==> config.mk <==
export PLATFORM = sky130hd
export DESIGN_NAME = pcd_ctrl
export DESIGN_NICKNAME = d
export VERILOG_FILES = /design/src/hdl/pcd_pkg.sv /design/src/hdl/pcd_event_reg.sv /design/src/hdl/pcd_ctrl.sv
export SDC_FILE = /design/constraint.sdc
export NUM_CORES = 1
export LEC_CHECK = 0
export ABC_AREA = 1
export BUFFER_PORTS_ARGS = -buffer_cell sky130_fd_sc_hd__buf_4
export CORE_UTILIZATION = 56
export CTS_BUF_LIST = sky130_fd_sc_hd__clkbuf_8 sky130_fd_sc_hd__clkbuf_16
export DETAILED_ROUTE_END_ITERATION = 8
export GPL_ROUTABILITY_DRIVEN = 0
export MAX_ROUTING_LAYER = met4
export PLACE_DENSITY = 0.85
export RECOVER_POWER = 25
export SYNTH_ARGS = -nofsm -noshare
export SYNTH_HDL_FRONTEND = slang
export SYNTH_HIERARCHICAL = 1
export SYNTH_SLANG_ARGS = --single-unit
==> constraint.sdc <==
create_clock -name clk -period 4.7 [get_ports clk]
set_clock_uncertainty 0.15 [all_clocks]
set_input_delay 0.47 -clock clk [delete_from_list [all_inputs] [get_ports clk]]
set_output_delay 0.47 -clock clk [all_outputs]
set_load 0.05 [all_outputs]
==> src/hdl/pcd_pkg.sv <==
// Package of constants for the PC Card DMA and Ide_mode_control block
package pcd_pkg;
    // Register offsets on the indexed register port
    localparam logic [7:0] OFS_TIMING = 8'h16;
    localparam logic [7:0] OFS_GLOBAL = 8'h1e;
    localparam logic [7:0] OFS_IDE = 8'h3e;
    localparam logic [7:0] OFS_DMA = 8'h3f;
    localparam logic [7:0] OFS_STATUS_CHANGE = 8'h04;
    // Reset values
    localparam logic [7:0] RST_GLOBAL = 8'h00;
    localparam logic [7:0] RST_IDE = 8'h00;
    localparam logic [7:0] RST_DMA = 8'h00;
    localparam logic [7:0] RST_TIMING = 8'h00;
    // Timing register fields
    localparam int TIM_SHORT_CMD = 7;
    localparam int TIM_TC_LONG = 6;
    localparam int TIM_CFG_RESET = 5;
    localparam int TIM_SPKR_EN = 4;
    localparam int TIM_SETUP_HI = 3;
    localparam int TIM_SETUP_LO = 2;
    localparam int TIM_VS1 = 1;
    localparam int TIM_VS2 = 0;
    localparam logic [7:0] TIM_WR_MASK = 8'h00dc;
    // Global register field
    localparam int GLB_CLEAR_MODE = 2;
    localparam logic [7:0] GLB_WR_MASK = 8'h0004;
    // IDE register fields
    localparam int IDE_ADDR_HI = 7;
    localparam int IDE_ADDR_LO = 3;
    localparam int IDE_RESET_INV = 2;
    localparam int IDE_IREQ_INV = 1;
    localparam int IDE_MODE_ATA = 0;
    // DMA register fields
    localparam int DMA_PIN_HI = 7;
    localparam int DMA_PIN_LO = 6;
    localparam int DMA_PULL_BVD = 4;
    localparam int DMA_PULL_INPACK = 3;
    localparam int DMA_CH_HI = 2;
    localparam int DMA_CH_LO = 0;
    localparam logic [7:0] DMA_WR_MASK = 8'h00df;
    localparam logic [1:0] PIN_NONE = 2'h0;
    localparam logic [1:0] PIN_INPACK = 2'h1;
    localparam logic [1:0] PIN_IOIS16 = 2'h2;
    localparam logic [1:0] PIN_SPKR = 2'h3;
    localparam logic [2:0] CH_RESERVED = 3'h4;
    // Timing in PCI clocks
    localparam int SHORT_CMD_CLKS = 6;
    localparam int ISA_CMD_CLKS = 15;
    localparam int SETUP_MAX_CLKS = 3;
    localparam int TC_EXTRA_CLKS = 1;
    typedef enum logic [2:0] {
        PCD_IDLE,
        PCD_SETUP,
        PCD_CMD,
        PCD_HOLD
    } pcd_state_t;
endpackage : pcd_pkg

==> src/hdl/pcd_event_reg.sv <==
// Status change event register with two clear modes
`timescale 1ns/100ps
module pcd_event_reg #(
    parameter int WIDTH = 8
) (
    input wire logic clk, // Clock
    input wire logic reset, // Synchronous reset
    input wire logic [WIDTH-1:0] event_set, // Event pulses
    input wire logic read_strobe, // Register read
    input wire logic write_strobe, // Register write
    input wire logic [WIDTH-1:0] write_data, // Write data
    input wire logic clear_by_write, // Clear mode
    output logic [WIDTH-1:0] events // Sticky events
);
    genvar i;
    generate
        for (i = 0; i < WIDTH; i++) begin : g_bit
            always_ff @(posedge clk) begin
                if (reset) begin
                    events[i] <= 1'b0;
                end else if (event_set[i]) begin
                    events[i] <= 1'b1;
                end else if (!clear_by_write && read_strobe) begin
                    events[i] <= 1'b0;
                end else if (clear_by_write && write_strobe &&
                        write_data[i]) begin
                    events[i] <= 1'b0;
                end
            end
        end
    endgenerate
endmodule : pcd_event_reg

==> src/hdl/pcd_ctrl.sv <==
// Per-slot DMA, ATA and timing control for a 16-bit PC Card socket
`timescale 1ns/100ps
module pcd_ctrl (
    input wire logic clk, // 50 MHz clock
    input wire logic reset, // Synchronous reset
    input wire logic [7:0] reg_index, // Register index
    input wire logic reg_write, // Register write strobe
    input wire logic reg_read, // Register read strobe
    input wire logic [7:0] reg_wdata, // Register write data
    output logic [7:0] reg_rdata, // Register read data
    input wire logic [7:0] change_events, // Status change pulses
    input wire logic host_speaker_enable, // Host feature enable bit
    input wire logic sense_pullup_disable, // CD and VS pull-up off
    input wire logic card_vs1, // Voltage sense 1
    input wire logic card_vs2, // Voltage sense 2
    input wire logic card_inpack_n, // INPACK# pin
    input wire logic card_iois16_n, // IOIS16# pin
    input wire logic card_spkr_n, // SPKR# pin
    input wire logic card_ireq_n, // Card interrupt input
    input wire logic card_reset_in, // Socket reset request
    input wire logic [9:0] io_addr, // I/O cycle address
    input wire logic io_start, // Start I/O cycle pulse
    input wire logic io_is_write, // I/O cycle is a write
    input wire logic mem_start, // Start memory cycle pulse
    input wire logic dma_ack_grant, // System acknowledge
    input wire logic dma_terminal, // System terminal count
    input wire logic dma_is_read, // DMA read, memory to card
    input wire logic speaker_in, // Card speaker level
    output logic [7:0] system_dma_channel_request, // Channel requests
    output logic card_reg_n, // REG#, acknowledge during DMA
    output logic card_ior_n, // IOR#
    output logic card_iow_n, // IOW#
    output logic card_oe_n, // OE#
    output logic card_we_n, // WE#
    output logic card_ce1_n, // CE1#
    output logic card_ce2_n, // CE2#
    output logic [25:21] card_addr_hi, // Card A25 to A21
    output logic card_addr_hi_oe, // Drive A25 to A21
    output logic card_reset, // Card reset output
    output logic card_ireq, // Interrupt to host, active high unless IDE_IREQ_INV is set
    output logic speaker_output, // Speaker output
    output logic pullup_bvd_rdy, // BVD and RDY pull-up enable
    output logic pullup_inpack_wait, // INPACK and WAIT pull-ups
    output logic pullup_sense, // CD and VS pull-up enable
    output logic cycle_busy, // Card cycle in progress
    output logic [7:0] status_change // Sticky status events
);
    // ------------------------------------------------------------
    // Registers
    // ------------------------------------------------------------
    logic [7:0] timing_ctrl;
    logic [7:0] clear_ctrl;
    logic [7:0] ide_ctrl;
    logic [7:0] dma_ctrl;
    logic clear_by_write;
    logic wr_status;
    logic rd_status;

    always_ff @(posedge clk) begin
        if (reset) begin
            timing_ctrl <= pcd_pkg::RST_TIMING;
            clear_ctrl <= pcd_pkg::RST_GLOBAL;
            ide_ctrl <= pcd_pkg::RST_IDE;
            dma_ctrl <= pcd_pkg::RST_DMA;
        end else if (reg_write) begin
            if (reg_index == pcd_pkg::OFS_TIMING) begin
                timing_ctrl <= reg_wdata & pcd_pkg::TIM_WR_MASK;
            end else if (reg_index == pcd_pkg::OFS_GLOBAL) begin
                clear_ctrl <= reg_wdata & pcd_pkg::GLB_WR_MASK;
            end else if (reg_index == pcd_pkg::OFS_IDE) begin
                ide_ctrl <= reg_wdata;
            end else if (reg_index == pcd_pkg::OFS_DMA) begin
                dma_ctrl <= reg_wdata & pcd_pkg::DMA_WR_MASK;
            end
        end
    end

    assign clear_by_write = clear_ctrl[pcd_pkg::GLB_CLEAR_MODE];
    assign wr_status = reg_write &&
        (reg_index == pcd_pkg::OFS_STATUS_CHANGE);
    assign rd_status = reg_read &&
        (reg_index == pcd_pkg::OFS_STATUS_CHANGE);

    pcd_event_reg #(
        .WIDTH(8)
    ) u_events (
        .clk(clk),
        .reset(reset),
        .event_set(change_events),
        .read_strobe(rd_status),
        .write_strobe(wr_status),
        .write_data(reg_wdata),
        .clear_by_write(clear_by_write),
        .events(status_change)
    );

    // Read data from flip-flops; unmapped indices read zero
    always_ff @(posedge clk) begin
        if (reset) begin
            reg_rdata <= 8'h00;
        end else if (reg_read) begin
            if (reg_index == pcd_pkg::OFS_TIMING) begin
                reg_rdata <= timing_ctrl;
                reg_rdata[pcd_pkg::TIM_CFG_RESET] <= 1'b1;
                reg_rdata[pcd_pkg::TIM_VS1] <= card_vs1;
                reg_rdata[pcd_pkg::TIM_VS2] <= card_vs2;
            end else if (reg_index == pcd_pkg::OFS_GLOBAL) begin
                reg_rdata <= clear_ctrl;
            end else if (reg_index == pcd_pkg::OFS_IDE) begin
                reg_rdata <= ide_ctrl;
            end else if (reg_index == pcd_pkg::OFS_DMA) begin
                reg_rdata <= dma_ctrl;
            end else if (reg_index == pcd_pkg::OFS_STATUS_CHANGE) begin
                reg_rdata <= status_change;
            end else begin
                reg_rdata <= 8'h00;
            end
        end
    end

    // ------------------------------------------------------------
    // Static control outputs
    // ------------------------------------------------------------
    logic ata_mode;
    assign ata_mode = ide_ctrl[pcd_pkg::IDE_MODE_ATA];

    always_ff @(posedge clk) begin
        if (reset) begin
            pullup_bvd_rdy <= 1'b0;
            pullup_inpack_wait <= 1'b0;
            pullup_sense <= 1'b0;
            card_addr_hi <= 5'h00;
            card_addr_hi_oe <= 1'b0;
            card_reset <= 1'b0;
            card_ireq <= 1'b0;
            speaker_output <= 1'b0;
        end else begin
            pullup_bvd_rdy <= dma_ctrl[pcd_pkg::DMA_PULL_BVD];
            pullup_inpack_wait <=
                dma_ctrl[pcd_pkg::DMA_PULL_INPACK];
            pullup_sense <= !sense_pullup_disable;
            card_addr_hi <= ide_ctrl[pcd_pkg::IDE_ADDR_HI:
                pcd_pkg::IDE_ADDR_LO];
            card_addr_hi_oe <= ata_mode;
            card_reset <= card_reset_in ^
                ide_ctrl[pcd_pkg::IDE_RESET_INV];
            card_ireq <= (!card_ireq_n) ^
                ide_ctrl[pcd_pkg::IDE_IREQ_INV];
            speaker_output <= speaker_in && host_speaker_enable &&
                timing_ctrl[pcd_pkg::TIM_SPKR_EN];
        end
    end

    // ------------------------------------------------------------
    // DMA request selection and routing
    // ------------------------------------------------------------
    logic [1:0] req_pin;
    logic [2:0] req_ch;
    logic card_req;
    assign req_pin = dma_ctrl[pcd_pkg::DMA_PIN_HI:pcd_pkg::DMA_PIN_LO];
    assign req_ch = dma_ctrl[pcd_pkg::DMA_CH_HI:pcd_pkg::DMA_CH_LO];

    always_comb begin
        case (req_pin)
            pcd_pkg::PIN_INPACK: card_req = !card_inpack_n;
            pcd_pkg::PIN_IOIS16: card_req = !card_iois16_n;
            pcd_pkg::PIN_SPKR: card_req = !card_spkr_n;
            default: card_req = 1'b0;
        endcase
    end

    genvar c;
    generate
        for (c = 0; c < 8; c++) begin : g_chan
            always_ff @(posedge clk) begin
                if (reset) begin
                    system_dma_channel_request[c] <= 1'b0;
                end else begin
                    system_dma_channel_request[c] <= card_req &&
                        (req_ch == 3'(c)) &&
                        (req_ch != pcd_pkg::CH_RESERVED);
                end
            end
        end
    endgenerate

    // ------------------------------------------------------------
    // Card cycle sequencer
    // ------------------------------------------------------------
    pcd_pkg::pcd_state_t state;
    logic [4:0] count;
    logic dma_cyc;
    logic cyc_write;
    logic cyc_mem;
    logic cyc_tc;
    logic cyc_a9;
    logic dma_start;
    logic [4:0] setup_clks;
    logic [4:0] cmd_clks;

    assign dma_start = dma_ack_grant && (req_pin != pcd_pkg::PIN_NONE);
    assign setup_clks = 5'(pcd_pkg::SETUP_MAX_CLKS) - 5'(timing_ctrl[
        pcd_pkg::TIM_SETUP_HI:pcd_pkg::TIM_SETUP_LO]);
    assign cmd_clks = timing_ctrl[pcd_pkg::TIM_SHORT_CMD] ?
        5'(pcd_pkg::SHORT_CMD_CLKS) :
        5'(pcd_pkg::ISA_CMD_CLKS);
    assign cycle_busy = (state != pcd_pkg::PCD_IDLE);

    always_ff @(posedge clk) begin
        if (reset) begin
            state <= pcd_pkg::PCD_IDLE;
            count <= 5'h00;
            dma_cyc <= 1'b0;
            cyc_write <= 1'b0;
            cyc_mem <= 1'b0;
            cyc_tc <= 1'b0;
            cyc_a9 <= 1'b0;
        end else begin
            case (state)
                pcd_pkg::PCD_IDLE: begin
                    if (dma_start) begin
                        // Card to memory on DMA write
                        dma_cyc <= 1'b1;
                        cyc_write <= dma_is_read;
                        cyc_mem <= 1'b0;
                        cyc_tc <= dma_terminal;
                        state <= pcd_pkg::PCD_CMD;
                        count <= cmd_clks;
                    end else if (io_start) begin
                        dma_cyc <= 1'b0;
                        cyc_write <= io_is_write;
                        cyc_mem <= 1'b0;
                        cyc_tc <= 1'b0;
                        cyc_a9 <= io_addr[9];
                        state <= pcd_pkg::PCD_CMD;
                        count <= cmd_clks;
                    end else if (mem_start) begin
                        dma_cyc <= 1'b0;
                        cyc_write <= io_is_write;
                        cyc_mem <= 1'b1;
                        cyc_tc <= 1'b0;
                        cyc_a9 <= io_addr[9];
                        if (setup_clks == 5'h00) begin
                            state <= pcd_pkg::PCD_CMD;
                            count <= cmd_clks;
                        end else begin
                            state <= pcd_pkg::PCD_SETUP;
                            count <= setup_clks;
                        end
                    end
                end
                pcd_pkg::PCD_SETUP: begin
                    if (count == 5'h01) begin
                        state <= pcd_pkg::PCD_CMD;
                        count <= cmd_clks;
                    end else begin
                        count <= count - 5'h01;
                    end
                end
                pcd_pkg::PCD_CMD: begin
                    if (count == 5'h01) begin
                        if (cyc_tc &&
                                timing_ctrl[pcd_pkg::TIM_TC_LONG]) begin
                            state <= pcd_pkg::PCD_HOLD;
                            count <= 5'(pcd_pkg::TC_EXTRA_CLKS);
                        end else begin
                            state <= pcd_pkg::PCD_IDLE;
                            dma_cyc <= 1'b0;
                        end
                    end else begin
                        count <= count - 5'h01;
                    end
                end
                pcd_pkg::PCD_HOLD: begin
                    state <= pcd_pkg::PCD_IDLE;
                    dma_cyc <= 1'b0;
                end
                default: state <= pcd_pkg::PCD_IDLE;
            endcase
        end
    end

    // ------------------------------------------------------------
    // Card strobes
    // ------------------------------------------------------------
    logic in_cmd;
    logic tc_on;
    logic sel_active;
    assign in_cmd = (state == pcd_pkg::PCD_CMD);
    // Short TC drops one clock before the command ends
    assign tc_on = cyc_tc && ((in_cmd && (count != 5'h01 ||
        timing_ctrl[pcd_pkg::TIM_TC_LONG])) ||
        (state == pcd_pkg::PCD_HOLD));
    assign sel_active = cycle_busy && !dma_cyc;

    always_comb begin
        // REG# low only in I/O cycles, high (DACK) through DMA
        card_reg_n = !(cycle_busy && !dma_cyc && !cyc_mem);
        card_ior_n = !(in_cmd && !cyc_mem && !cyc_write);
        card_iow_n = !(in_cmd && !cyc_mem && cyc_write);
        card_oe_n = 1'b1;
        card_we_n = 1'b1;
        if (cyc_mem) begin
            card_oe_n = !(in_cmd && !cyc_write);
            card_we_n = !(in_cmd && cyc_write);
        end else if (dma_cyc && tc_on) begin
            card_we_n = !cyc_write;
            card_oe_n = cyc_write;
        end
        if (ata_mode) begin
            card_ce1_n = !(sel_active && !cyc_a9);
            card_ce2_n = !(sel_active && cyc_a9);
        end else begin
            card_ce1_n = !cycle_busy;
            card_ce2_n = 1'b1;
        end
    end

    // ------------------------------------------------------------
    // Checks
    // ------------------------------------------------------------
    a_reg_dma_high: assert property (@(posedge clk) disable iff (reset)
        (state == pcd_pkg::PCD_IDLE && dma_start) |=>
        card_reg_n [*5])
        else $error("REG# not high during DMA cycle");
    a_tc_read_we: assert property (@(posedge clk) disable iff (reset)
        (tc_on && dma_cyc && cyc_write && in_cmd) |->
        (!card_we_n && !card_iow_n))
        else $error("TC on DMA read lacks WE#");
    a_no_dma_req: assert property (@(posedge clk) disable iff (reset)
        (req_pin == pcd_pkg::PIN_NONE) |=>
        (system_dma_channel_request == 8'h00))
        else $error("Request raised with DMA disabled");
    a_short_cmd_len: assert property (@(posedge clk) disable iff (reset)
        ($rose(in_cmd) && timing_ctrl[pcd_pkg::TIM_SHORT_CMD]) |->
        in_cmd [*6] ##1 !in_cmd)
        else $error("Short command not six clocks");
    a_cfg_reset_one: assert property (@(posedge clk) disable iff (reset)
        (reg_read && reg_index == pcd_pkg::OFS_TIMING) |=>
        reg_rdata[pcd_pkg::TIM_CFG_RESET])
        else $error("Config reset bit read zero");
    a_ata_cs_split: assert property (@(posedge clk) disable iff (reset)
        (ata_mode && sel_active) |-> (card_ce1_n != card_ce2_n))
        else $error("ATA chip selects not exclusive");
    a_setup_none: assert property (@(posedge clk) disable iff (reset)
        (state == pcd_pkg::PCD_IDLE && !dma_start && !io_start &&
        mem_start && setup_clks == 5'h00) |=> in_cmd)
        else $error("Setup not skipped");
    a_speaker_gate: assert property (@(posedge clk) disable iff (reset)
        !host_speaker_enable |=> !speaker_output)
        else $error("Speaker driven without host enable");
endmodule : pcd_ctrl

Word level (Yosys, flattened, before mapping)
Index checks and enable logic that the tools add are counted.

Register bits: 70. Bits of input ports: 54. Output and inout port bits: 44. Logic and storage cells: 228.

Add/subtract/negate cells: 2. Equality and inequality tests: 26. Multiplexer cells: 68. Bitwise logic cells: 6. Reduce and logical (&&, ||, !) cells: 90.

Operators with widths (number): logical AND 1 bit (44); 2-to-1 mux 1 bit (44); 2-to-1 mux 8 bit (5); nonzero test 3 bit (12); 2-to-1 mux 5 bit (7); zero test 1 bit (18); equality test 8 x 5 -> 1 bit, second input constant (2); equality test 8 x 6 -> 1 bit, second input constant (2); 2-to-1 mux 3 bit (5); one-hot mux 5 bit (3 select lines) (1); equality test 3 x 2 -> 1 bit, second input constant (4); equality test 3 bit, second input constant (4); AND reduction 3 bit (4); one-hot mux 3 bit (3 select lines) (1); equality test 8 x 3 -> 1 bit, second input constant (1); AND reduction 4 bit (2); equality test 3 x 1 -> 1 bit, second input constant (2); zero test 3 bit (2); one-hot mux 1 bit (3 select lines) (2); equality test 5 x 1 -> 1 bit, second input constant (1); zero test 5 bit (1); != test 5 x 1 -> 1 bit, second input constant (1); AND reduction 5 bit (1); subtractor 5 x 1 -> 5 bit, second input constant (1); 15 further kinds (25).

Logic depth before layout (Yosys ltp)
Gate-level depths: netlist of run 1.

Word-level depth: 8. Depth in mapped cells: 11. Mapped depth without buffers: 10.

Cells and area by module
Netlist of run 1, hierarchy kept.

By module, submodules not included: pcd_ctrl (times used 1, cells an instance 414, area an instance 3005.4 um^2, seq. area each 1221.2 um^2); pcd_event_reg (times used 1, cells an instance 45, area an instance 344.1 um^2, seq. area each 160.2 um^2).

Least setup slack after synthesis of run 1
OpenSTA, ideal clock, no wires.

Path kind: register to output. Start: register ide_ctrl[0]. End: output port card_ce1_n. Data arrival time: 1.506 ns. Required time: 4.080 ns. Slack: 2.574 ns. Cell stages (with the launch flop): 3. Buffers on the path: 0. Cell sequence: dfxtp_1 inv_1 o21ai_0.

Longest elaborated chain between the ends: 1.

RTL lines: start, declared (RTL line pcd_ctrl.sv:53) `logic [7:0] ide_ctrl;`; start signal, assigned (RTL line pcd_ctrl.sv:63) `ide_ctrl <= pcd_pkg::RST_IDE;`; start signal, assigned (RTL line pcd_ctrl.sv:71) `ide_ctrl <= reg_wdata;`; 2-to-1 mux 1 bit (RTL line pcd_ctrl.sv:310) `if (ata_mode) begin`; end, declared (RTL line pcd_ctrl.sv:35) `output logic card_ce1_n,`.

No other way between the ends.

==> out/results.txt, run 1 <==
Critical path class - input port to flip-flop
Setup violations, final - 0
Cell chain of the critical path - clkbuf_1 > inv_1 > nand2_1 > nor4_1
Final nets - 606
I/O pin total - 98
Min Tclk post-route - 3090 ps
Area Overhead vs Synth - 25.1%
Worst Path Arrival - 3170 ps
Antenna Nets Post-Route - 0
Post-CTS Setup Bufs - 0
# resized after CTS - 0
Failing checks - capacitance limit, slew limit
Yosys Warn Count - 6
Max rail drop VDD - 0.261 mV
Largest net degree at the start of global routing - 45
Worst min path class - input port to flip-flop
F_max - 323 MHz
Final Instance Area - 4190 sq um
Outcome - finished with violations
R2r worst-path depth - 10
Leading area contributor after synthesis - dfxtp_1
Seq/Total Area, Yosys - 0.412
Worst relative slew slack - -0.297
Setup TNS - 0 ps
Number of synthesized flops with an enable pin - 0
Worst hold margin - 126 ps
Final wirelength - 8490 um
CORE AREA - 5640 sq um
Row count - 27
Die area - 6290 sq um
Syn Area/Cell - 7.30 sq um
DRC Markers - 0
Ratio of cells with drive above 1 in the final layout - 0.230
CP max stage cell - clkbuf_1
Critical Path Sink Type - flip-flop
# hold bufs at CTS - 0
Post-route clock period utilization - 0.658
Mapped Cells - 459
First-pass GRT wire length - 14000 um
Worst stage delay on the critical path - 1370 ps
Critical Path RT - 4780 ps
Antenna violations before repair - 0
Die W - 79.3 um
Initial DRC count - 200
Number of I/O port buffers - 88
Clk_lat worst skew - 340 ps
Placed cell area - 4010 sq um
Starting Density - 0.594
Buf+Inv Stages, Crit Path - 2
All-Layer GR Usage - 0.297
WL/cell - 13.7 um
Post-synthesis instance area - 3350 sq um
N_diodes - 0
Final hold viol count - 0
TritonCTS clock tree - done
Crit-path max FO - 44
Worst-margin pin slew - 1950 ps
Num Clock Sinks - 69
Final Slew Violations - 45
CTS Buffer Depth - 2
Cell depth of the worst setup path - 4
Static leakage - 1.91 nW
Via density - 5.35
Detailed placement HPWL - 6310 um
Htree depth - 3
Grt ovf - 0
Net Count, Synth - 521
Asr flop ratio synth - 0
Synth top area cells - dfxtp_1 41%, nand2_1 8.7%, nand3_1 8.7%
Yosys cell types - 35
Synthesized flop and latch total - 69
Chip height - 79.3 um
Vias in the first global route - 3188
PwrDens - 420 nW/um^2
Via Count - 3321
Detailed Routing Iterations Pass 1 - 4
Synth top area share - 0.412
Clock transition at path regs - 80 ps
RSZ-0062 raised after global routing - no
Crit start category - input port
Root Driver - clkbuf_8
CTS buffer count - 9
Hold path depth - 2
Most used DFF post-synth - dfxtp_1
Cell family with most CP delay - buffers and inverters
Maxcap violations - 1
[kinds of logic after synthesis]
logic type,after synthesis,synth area share
buf+inv,81,0.103
xor+xnor,5,0.0131
flops,69,0.412
compound gates,88,0.140
other cells,1,0.00112
simple gates,207,0.301
fa+ha+maj,8,0.0299
[registers in the layout, summed over array words and instances, names as in the netlist]
signal	flops
card_addr_hi	5
card_addr_hi_oe	1
card_ireq	1
card_reset	1
clear_ctrl	1
count	5
cyc_a9	1
cyc_mem	1
cyc_tc	1
cyc_write	1
dma_ctrl	7
dma_cyc	1
ide_ctrl	8
pullup_bvd_rdy	1
pullup_inpack_wait	1
pullup_sense	1
reg_rdata	8
speaker_output	1
state	2
system_dma_channel_request	8
timing_ctrl	5
u_events/events	8
[worst paths after layout]
check | from | end | slack (ps)
setup / recovery | reset | system_dma_channel_request[0] | 1610
hold / removal | sense_pullup_disable | pullup_sense | 130
setup reg to reg | state[0] | count[0] | 2770
hold reg to reg | dma_ctrl[4] | pullup_bvd_rdy | 300
[worst register-to-register path, stage by stage (launching register included)]
cell,delay (ps)
dfxtp_1,440
inv_1,100
ha_1,320
inv_1,170
nor2_1,70
nand2_1,70
nand3_2,120
inv_2,130
o21ai_0,90
nor2_1,110
nor2_1,50
[cells in the mapped netlist, types with 2 or more instances]
master	instances
o21ai_0	24
buf_2	2
nand2_4	3
buf_6	4
xor2_1	4
inv_2	4
nand4_1	7
nand3_1	58
inv_1	61
nor2_1	37
clkbuf_2	2
nor3_1	2
buf_1	4
o211ai_1	2
nand2_2	7
nand3_2	3
nor2_8	2
nor2_2	4
nand2_1	78
ha_1	8
clkbuf_1	2
dfxtp_1	69
nor2_4	3
a21oi_2	2
o21ai_1	10
a21oi_1	48
[routing by layer]
layer	track usage	vias up	share of wire	wire, um
met3	0.0632	25	0.081	690
met5	-	-	0	0
met2	0.491	150	0.48	4050
met1	0.350	1492	0.42	3560
li1	-	1654	-	-
met4	0.120	0	0.023	191
[report_power, final]
part | leakage, nW | internal (mW) | switching (mW)
Sequential | 0.562 | 0.628 | 0.0381
Combinational | 1.24 | 0.189 | 0.384
Clock | 0.105 | 0.296 | 0.227
[cell type report]
type	count	area, sq um
Clock buffer	9	124
Sequential cell	69	1380
Fill cell	457	1450
Clock inverter	7	90.1
Inverter	67	256
Multi-Input combinational cell	309	1620
Tap cell	72	90.1
Timing Repair Buffer	88	623
[per-stage QoR]
stage	std cells	power, mW	utilization	setup slack (ps)
finish	621	1.76	0.743	1610
global route	621	1.86	0.743	1380
CTS	621	1.76	0.749	2230
detailed placement	605	1.25	0.711	2550
global placement	605	1.23	0.711	2590
floorplan	459	1.09	-	2570
[layout by cell type, fill, tap and decap left out, types with 3 or more instances in the layout]
cell type,Yosys,layout
nand3_1,58,58
xor2_1,4,4
nand2_2,7,7
a21oi_1,48,48
clkinv_2,0,3
inv_1,61,61
clkbuf_8,0,9
clkbuf_1,2,10
nand4_1,7,7
nor2_1,37,37
ha_1,8,8
buf_4,0,78
nor2_2,4,4
o21ai_0,24,24
inv_2,4,4
o21ai_1,10,10
nand2_1,78,78
nor2_4,3,3
dfxtp_1,69,69
nand2_4,3,3
nand3_2,3,3
Note: power is estimated with default switching activity, not from simulation.
==> inputs of run 2 (changes only) <==
Settings changed: ABC_AREA 1 to 0, CORE_UTILIZATION 56 to 47, PLACE_DENSITY 0.85 to 0.76.
Clock period 4.7 ns to 2.7 ns, I/O delays scaled along.
==> run 2 against run 1 <==
Compared with the run above: the run now ends clean; register-to-register slack worse by 2400 ps; clock-buffer cell count increased by 3; cell area increased by 5.5%; combinational power grew 72%; sequential power increased by 74%; critical path depth rose by 3; first-iteration DRC count grew 35%; hold slack worse by 99 ps; global-route usage shrank 5.8 points; wire length increased by 2.9%; final cell count shrank 7.2%; setup slack got worse by 1300 ps; critical endpoint is now card_we_n; largest power group unchanged.
==> out/results.txt, run 2 <==
Outcome - complete, no violations (was finished with violations)
Detailed Routing Iterations Pass 1 - 5 (was 4)
Worst relative slew slack - 0.0818 (was -0.297)
Grt ovf - 0 (unchanged)
Setup violations, final - 0 (unchanged)
N_diodes - 0 (unchanged)
Register area - 1380 sq um (unchanged)
Antenna Nets Post-Route - 0 (unchanged)
Critical path class - flip-flop to output port (was input port to flip-flop)
DRC Markers - 0 (unchanged)
Mapped Cells - 378 (was 459)
Clock transition at path regs - 70 ps (was 80 ps)
Worst min path class - input port to flip-flop (unchanged)
Antenna violations before repair - 0 (unchanged)
Asr flop ratio synth - 0 (unchanged)
Final hold viol count - 0 (unchanged)
First-pass GRT wire length - 13700 um (was 14000 um)
# resized after CTS - 0 (unchanged)
Min-delay src - io_addr[9] (was sense_pullup_disable)
Net Count, Synth - 440 (was 521)
Via Count - 3126 (was 3321)
Final nets - 537 (was 606)
I/O pin total - 98 (unchanged)
Setup TNS - 0 ps (unchanged)
Vias in the first global route - 2801 (was 3188)
R2r startpoint - state[0] (unchanged)
TritonCTS clock tree - done (unchanged)
Yosys Warn Count - 6 (unchanged)
Buf+Inv Stages, Crit Path - 2 (unchanged)
Detailed placement HPWL - 6440 um (was 6310 um)
Worst stage delay on the critical path - 410 ps (was 1370 ps)
Static leakage - 1.88 nW (was 1.91 nW)
Max rail drop VDD - 0.465 mV (was 0.261 mV)
Post-synthesis instance area - 3460 sq um (was 3350 sq um)
Final Slew Violations - 0 (was 45)
RR Endpoint - count[3] (was count[0])
CTS buffer count - 9 (unchanged)
R2r worst-path depth - 6 (was 10)
Critical Path Sink Type - output port (was flip-flop)
Num Clock Sinks - 69 (unchanged)
Row count - 30 (was 27)
Maxcap violations - 0 (was 1)
RSZ-0062 raised after global routing - no (unchanged)
F_max - 421 MHz
Synth top area cells - dfxtp_1 40%, mux2i_1 9.0%, nor2_1 4.7% (was dfxtp_1 41%, nand2_1 8.7%, nand3_1 8.7%)
Die W - 87.8 um (was 79.3 um)
Critical Path RT - 2280 ps (was 4780 ps)
Most common cell after layout, fill and taps aside - buf_4
Hold endpoint - cyc_a9 (was pullup_sense)
Most used DFF post-synth - dfxtp_1 (unchanged)
Top-count cell post-synth - dfxtp_1 (was nand2_1)
Largest net degree at the start of global routing - 39 (was 45)
Worst-margin pin slew - 1380 ps (was 1950 ps)
Clk_lat worst skew - 340 ps (about the same)
Leading area contributor after synthesis - dfxtp_1 (unchanged)
Seq/Total Area, Yosys - 0.400 (was 0.412)
Via density - 5.43 (was 5.35)
Yosys cell types - 62 (was 35)
Cell family with most CP delay - buffers and inverters (unchanged)
Final wirelength - 8740 um (was 8490 um)
Crit-path max FO - 8 (was 44)
Most used cell, CP - buf_4
WL/cell - 15.2 um (was 13.7 um)
Most frequent cells in the layout - 77 x buf_4, 69 x dfxtp_1, 43 x nor2_1 (was 78 x nand2_1, 78 x buf_4, 69 x dfxtp_1)
Area Overhead vs Synth - 27.8% (was 25.1%)
Synth top area share - 0.400 (was 0.412)
Cell chain of the critical path - ha_1 > nor4b_2 > buf_4 > a21oi_1 > o21a_1 > o21ai_1 > buf_4 (was clkbuf_1 > inv_1 > nand2_1 > nor4_1)
Synthesized flop and latch total - 69 (unchanged)
All-Layer GR Usage - 0.238 (was 0.297)
Fillers - 616 (was 457)
Area of the multi-input gates - 1880 sq um (was 1620 sq um)
Reg2Reg Setup Slack - 400 ps (was 2770 ps)
Hold path depth - 3 (was 2)
Chip height - 87.8 um (was 79.3 um)
Starting Density - 0.498 (was 0.594)
Number of synthesized flops with an enable pin - 0 (unchanged)
Crit start category - flip-flop (was input port)
Ratio of cells with drive above 1 in the final layout - 0.256 (was 0.230)
Htree depth - 3 (unchanged)
Syn Area/Cell - 9.15 sq um (was 7.30 sq um)
Min Tclk post-route - 2380 ps
Post-route clock period utilization - 0.881
Die area - 7700 sq um (was 6290 sq um)
CTS Buffer Depth - 2 (unchanged)
Worst Path Arrival - 1960 ps (was 3170 ps)
Worst hold margin - 26.9 ps (was 126 ps)
Number of I/O port buffers - 88 (unchanged)
Initial DRC count - 270 (was 200)
Root Driver - clkbuf_8 (unchanged)
PwrDens - 686 nW/um^2 (was 420 nW/um^2)
CORE AREA - 6940 sq um (was 5640 sq um)
Post-synth top cells - 69 x dfxtp_1, 43 x nor2_1, 31 x mux2i_1, 22 x inv_1, 22 x nand2_1 (was 78 x nand2_1, 69 x dfxtp_1, 61 x inv_1, 58 x nand3_1, 48 x a21oi_1)
CP max stage cell - dfxtp_1 (was clkbuf_1)
==> run 2: routing by layer <==
metal / vias up / global-route usage / share of wire
met5: - / - / 0
li1: 1558 / - / -
met2: 102 / 0.364 / 0.47
met4: 0 / 0.0730 / 0.012
met1: 1453 / 0.317 / 0.46
met3: 13 / 0.0462 / 0.058
==> run 2: cell type report <==
class                   count  share of cell area
well taps                  96              0.0272
inverters                  22              0.0187
multi-input cells         270               0.426
repair buffers            103               0.166
flip-flops and latches     69               0.313
clock buffers              12              0.0374
clock inverters             4              0.0122
==> run 2: worst max path at each step <==
stage | startpoint | endpoint | depth (start not counted)
global route | count[0] | card_we_n | 7
finish | count[0] | card_we_n | 7
detailed placement | state[1] | count[4] | 6
floorplan | count[0] | card_oe_n | 5
CTS | count[0] | card_oe_n | 7
global placement | state[0] | count[4] | 6
==> run 2: worst register-to-register path, delay by kind of cell (launching register included) <==
| kind | cells | cell delay [ps] |
|---|---|---|
| buf+inv | 1 | 100 |
| flops | 1 | 370 |
| fa+ha+maj | 1 | 300 |
| simple gates | 3 | 1030 |
| compound gates | 1 | 250 |
==> run 2: cell families (layout without fill, tap and decap cells) <==
logic type | Yosys count | in the layout | share of synthesized area
flops | 69 | 69 | 0.400
simple gates | 157 | 157 | 0.252
mux | 32 | 32 | 0.0930
other cells | 1 | 1 | 0.00108
fa+ha+maj | 8 | 8 | 0.0290
xor+xnor | 3 | 3 | 0.00760
buf+inv | 39 | 141 | 0.0557
compound gates | 69 | 69 | 0.163
==> run 2: where the power goes <==
group	switching, mW	internal [mW]	leakage [nW]
Sequential	0.0725	1.08	0.562
Clock	0.388	0.505	0.105
Combinational	0.594	0.390	1.21
==> run 2: repair_timing <==
action                                 4_1_cts  5_1_grt
hold buffers                                 9        0
setup buffers                                0        0
endpoints found under the hold margin        9        0
==> run 2: stage by stage <==
step	cell area [sq um]	utilization	std cells	power [mW]	setup WS, ps
after floorplan	3460	-	378	1.87	269
after global placement	4170	0.601	551	2.12	480
after detailed placement	4170	0.601	551	2.14	427
after CTS	4480	0.645	576	3.04	311
after global routing	4420	0.636	576	3.17	220
final	4420	0.636	576	3.03	322
==> inputs of run 3 (changes only) <==
Settings changed: CORE_UTILIZATION 47 to 52, PLACE_DENSITY 0.76 to 0.8.
Clock period 2.7 ns to 2.4 ns, I/O delays scaled along.
==> run 3 against run 2 <==
Compared with the run above: the run now ends with capacitance limit, slew limit left; flip-flop and latch count stayed put; global-route usage is 3.0 points higher; combinational power is 18% higher; highest routed layer unchanged; final cell count is 1.7% lower; largest power group unchanged; clock power is 2% lower; utilization is 6.3 points higher; sequential share of layout area is 0.30 points lower; clock-buffer cell count is 3 lower; hold slack worse by 21 ps; setup slack worse by 210 ps.
==> out/results.txt, run 3 (synthesis results as in run 2) <==
Outcome - finished with violations (was complete, no violations)
Failing checks - capacitance limit, slew limit
Die area - 6980 sq um (was 7700 sq um)
Worst stage delay on the critical path - 480 ps (was 410 ps)
CORE AREA - 6390 sq um (was 6940 sq um)
RSZ-0062 raised after global routing - no (unchanged)
Setup violations, final - 0 (unchanged)
I/O pin total - 98 (unchanged)
Htree depth - 3 (unchanged)
Ratio of cells with drive above 1 in the final layout - 0.262 (was 0.256)
Initial DRC count - 177 (was 270)
R2r worst-path depth - 8 (was 6)
Via Count - 3190 (was 3126)
Static leakage - 1.92 nW (was 1.88 nW)
All-Layer GR Usage - 0.268 (was 0.238)
Root Driver - clkbuf_8 (unchanged)
F_max - 437 MHz
Area Overhead vs Synth - 29.2% (was 27.8%)
Hold path depth - 3 (unchanged)
Most common cell after layout, fill and taps aside - buf_4 (unchanged)
Maxcap violations - 1 (was 0)
Worst hold margin - 5.87 ps (was 26.9 ps)
CTS Buffer Depth - 2 (unchanged)
Reg2Reg Setup Slack - 180 ps (was 400 ps)
Final nets - 546 (was 537)
Fillers - 507 (was 616)
Crit start category - flip-flop (unchanged)
Detailed Routing Iterations Pass 1 - 5 (unchanged)
RR Endpoint - count[0] (was count[3])
Die W - 83.5 um (was 87.8 um)
Grt ovf - 0 (unchanged)
Cell family with most CP delay - simple AND/OR/NAND/NOR gates (was buffers and inverters)
Cell chain of the critical path - inv_1 > ha_1 > or3b_2 > buf_4 (was ha_1 > nor4b_2 > buf_4 > a21oi_1 > o21a_1 > o21ai_1 > buf_4)
R2r startpoint - count[1] (was state[0])
Worst Path Arrival - 1900 ps (was 1960 ps)
Clock transition at path regs - 80 ps (was 70 ps)
Worst relative slew slack - -0.0114 (was 0.0818)
Number of I/O port buffers - 88 (unchanged)
Setup TNS - 0 ps (unchanged)
Vias in the first global route - 3049 (was 2801)
Min Tclk post-route - 2290 ps
WL/cell - 15.8 um (was 15.2 um)
Post-route clock period utilization - 0.954
N_diodes - 0 (unchanged)
Max rail drop VDD - 0.532 mV (was 0.465 mV)
Final hold viol count - 0 (unchanged)
Num Clock Sinks - 69 (unchanged)
Hold endpoint - ide_ctrl[0] (was cyc_a9)
TritonCTS clock tree - done (unchanged)
Starting Density - 0.541 (was 0.498)
Final Slew Violations - 29 (was 0)
CP max stage cell - or3b_2 (was dfxtp_1)
Min-delay src - reg_wdata[0] (was io_addr[9])
Crit-path max FO - 11 (was 8)
CTS buffer count - 9 (unchanged)
Clk_lat worst skew - 350 ps (was 340 ps)
Row count - 29 (was 30)
Chip height - 83.5 um (was 87.8 um)
PwrDens - 750 nW/um^2 (was 686 nW/um^2)
Critical Path Sink Type - output port (unchanged)
Detailed placement HPWL - 6440 um (about the same)
Largest net degree at the start of global routing - 42 (was 39)
Critical path class - flip-flop to output port (unchanged)
Final wirelength - 8930 um (was 8740 um)
First-pass GRT wire length - 14500 um (was 13700 um)
Worst-margin pin slew - 1520 ps (was 1380 ps)
Antenna Nets Post-Route - 0 (unchanged)
Via density - 5.64 (was 5.43)
Critical Path RT - 2010 ps (was 2280 ps)
Antenna violations before repair - 0 (unchanged)
Most frequent cells in the layout - 81 x buf_4, 68 x dfxtp_1, 43 x nor2_1 (was 77 x buf_4, 69 x dfxtp_1, 43 x nor2_1)
Buf+Inv Stages, Crit Path - 2 (unchanged)
Worst min path class - input port to flip-flop (unchanged)
DRC Markers - 0 (unchanged)
-- run 3: cell types whose count changed in the layout (fill, tap and decap cells not counted), moves of 3 or more --
cell           delta
dlygate4sd3_1     +6
clkbuf_8          -3
buf_4             +4
inv_6             +3
-- run 3: stage by stage --
step	cell area, sq um	instances	setup slack (ps)	power [mW]	util
after floorplan	3460	378	-0.510	2.10	-
after global placement	4170	533	321	2.39	0.653
after detailed placement	4170	533	290	2.43	0.653
after CTS	4500	564	32.0	3.31	0.704
after global routing	4470	566	1.61	3.51	0.699
final	4470	566	111	3.35	0.699
-- run 3: layer usage --
layer | up-vias | GRT usage | wire length (um)
met5 | - | - | 0
met2 | 103 | 0.443 | 4520
met1 | 1499 | 0.328 | 3760
met3 | 18 | 0.0366 | 466
li1 | 1570 | - | -
met4 | 0 | 0.120 | 180
-- run 3: timing repair --
item,4_1_cts,5_1_grt
gates resized for setup,0,2
buffers inserted,0,2
hold endpoints to repair,16,0
endpoints found under the setup margin,0,2
hold buffers,15,0
-- run 3: where the power goes --
group	internal, mW	total (mW)	switching [mW]	leakage, nW
registers	1.22	1.31	0.0864	0.562
clock network	0.387	0.879	0.492	0.0870
logic	0.481	1.16	0.682	1.27
-- run 3: tightest hold or removal path: stages --
cell,delay (ps)
buf_4,100
mux2i_1,60
nor2_1,70
-- run 3: worst max path at each step --
stage	startpoint	end	slack, ps	cells past startpoint
after floorplan	count[0]	card_oe_n	-0.5	5
after global placement	state[0]	count[4]	320	6
after detailed placement	state[1]	count[3]	290	6
after CTS	count[0]	card_oe_n	30	7
after global routing	count[1]	card_oe_n	2	8
final	state[0]	card_ior_n	110	4
-- run 3: cell type report --
class	instances	area, sq um	area share
Sequential cell	69	1380	0.310
Clock inverter	7	55.1	0.0123
Timing Repair Buffer	112	835	0.187
Multi-Input combinational cell	270	1890	0.424
Inverter	22	82.6	0.0185
Tap cell	77	96.3	0.0216
Clock buffer	9	124	0.0277
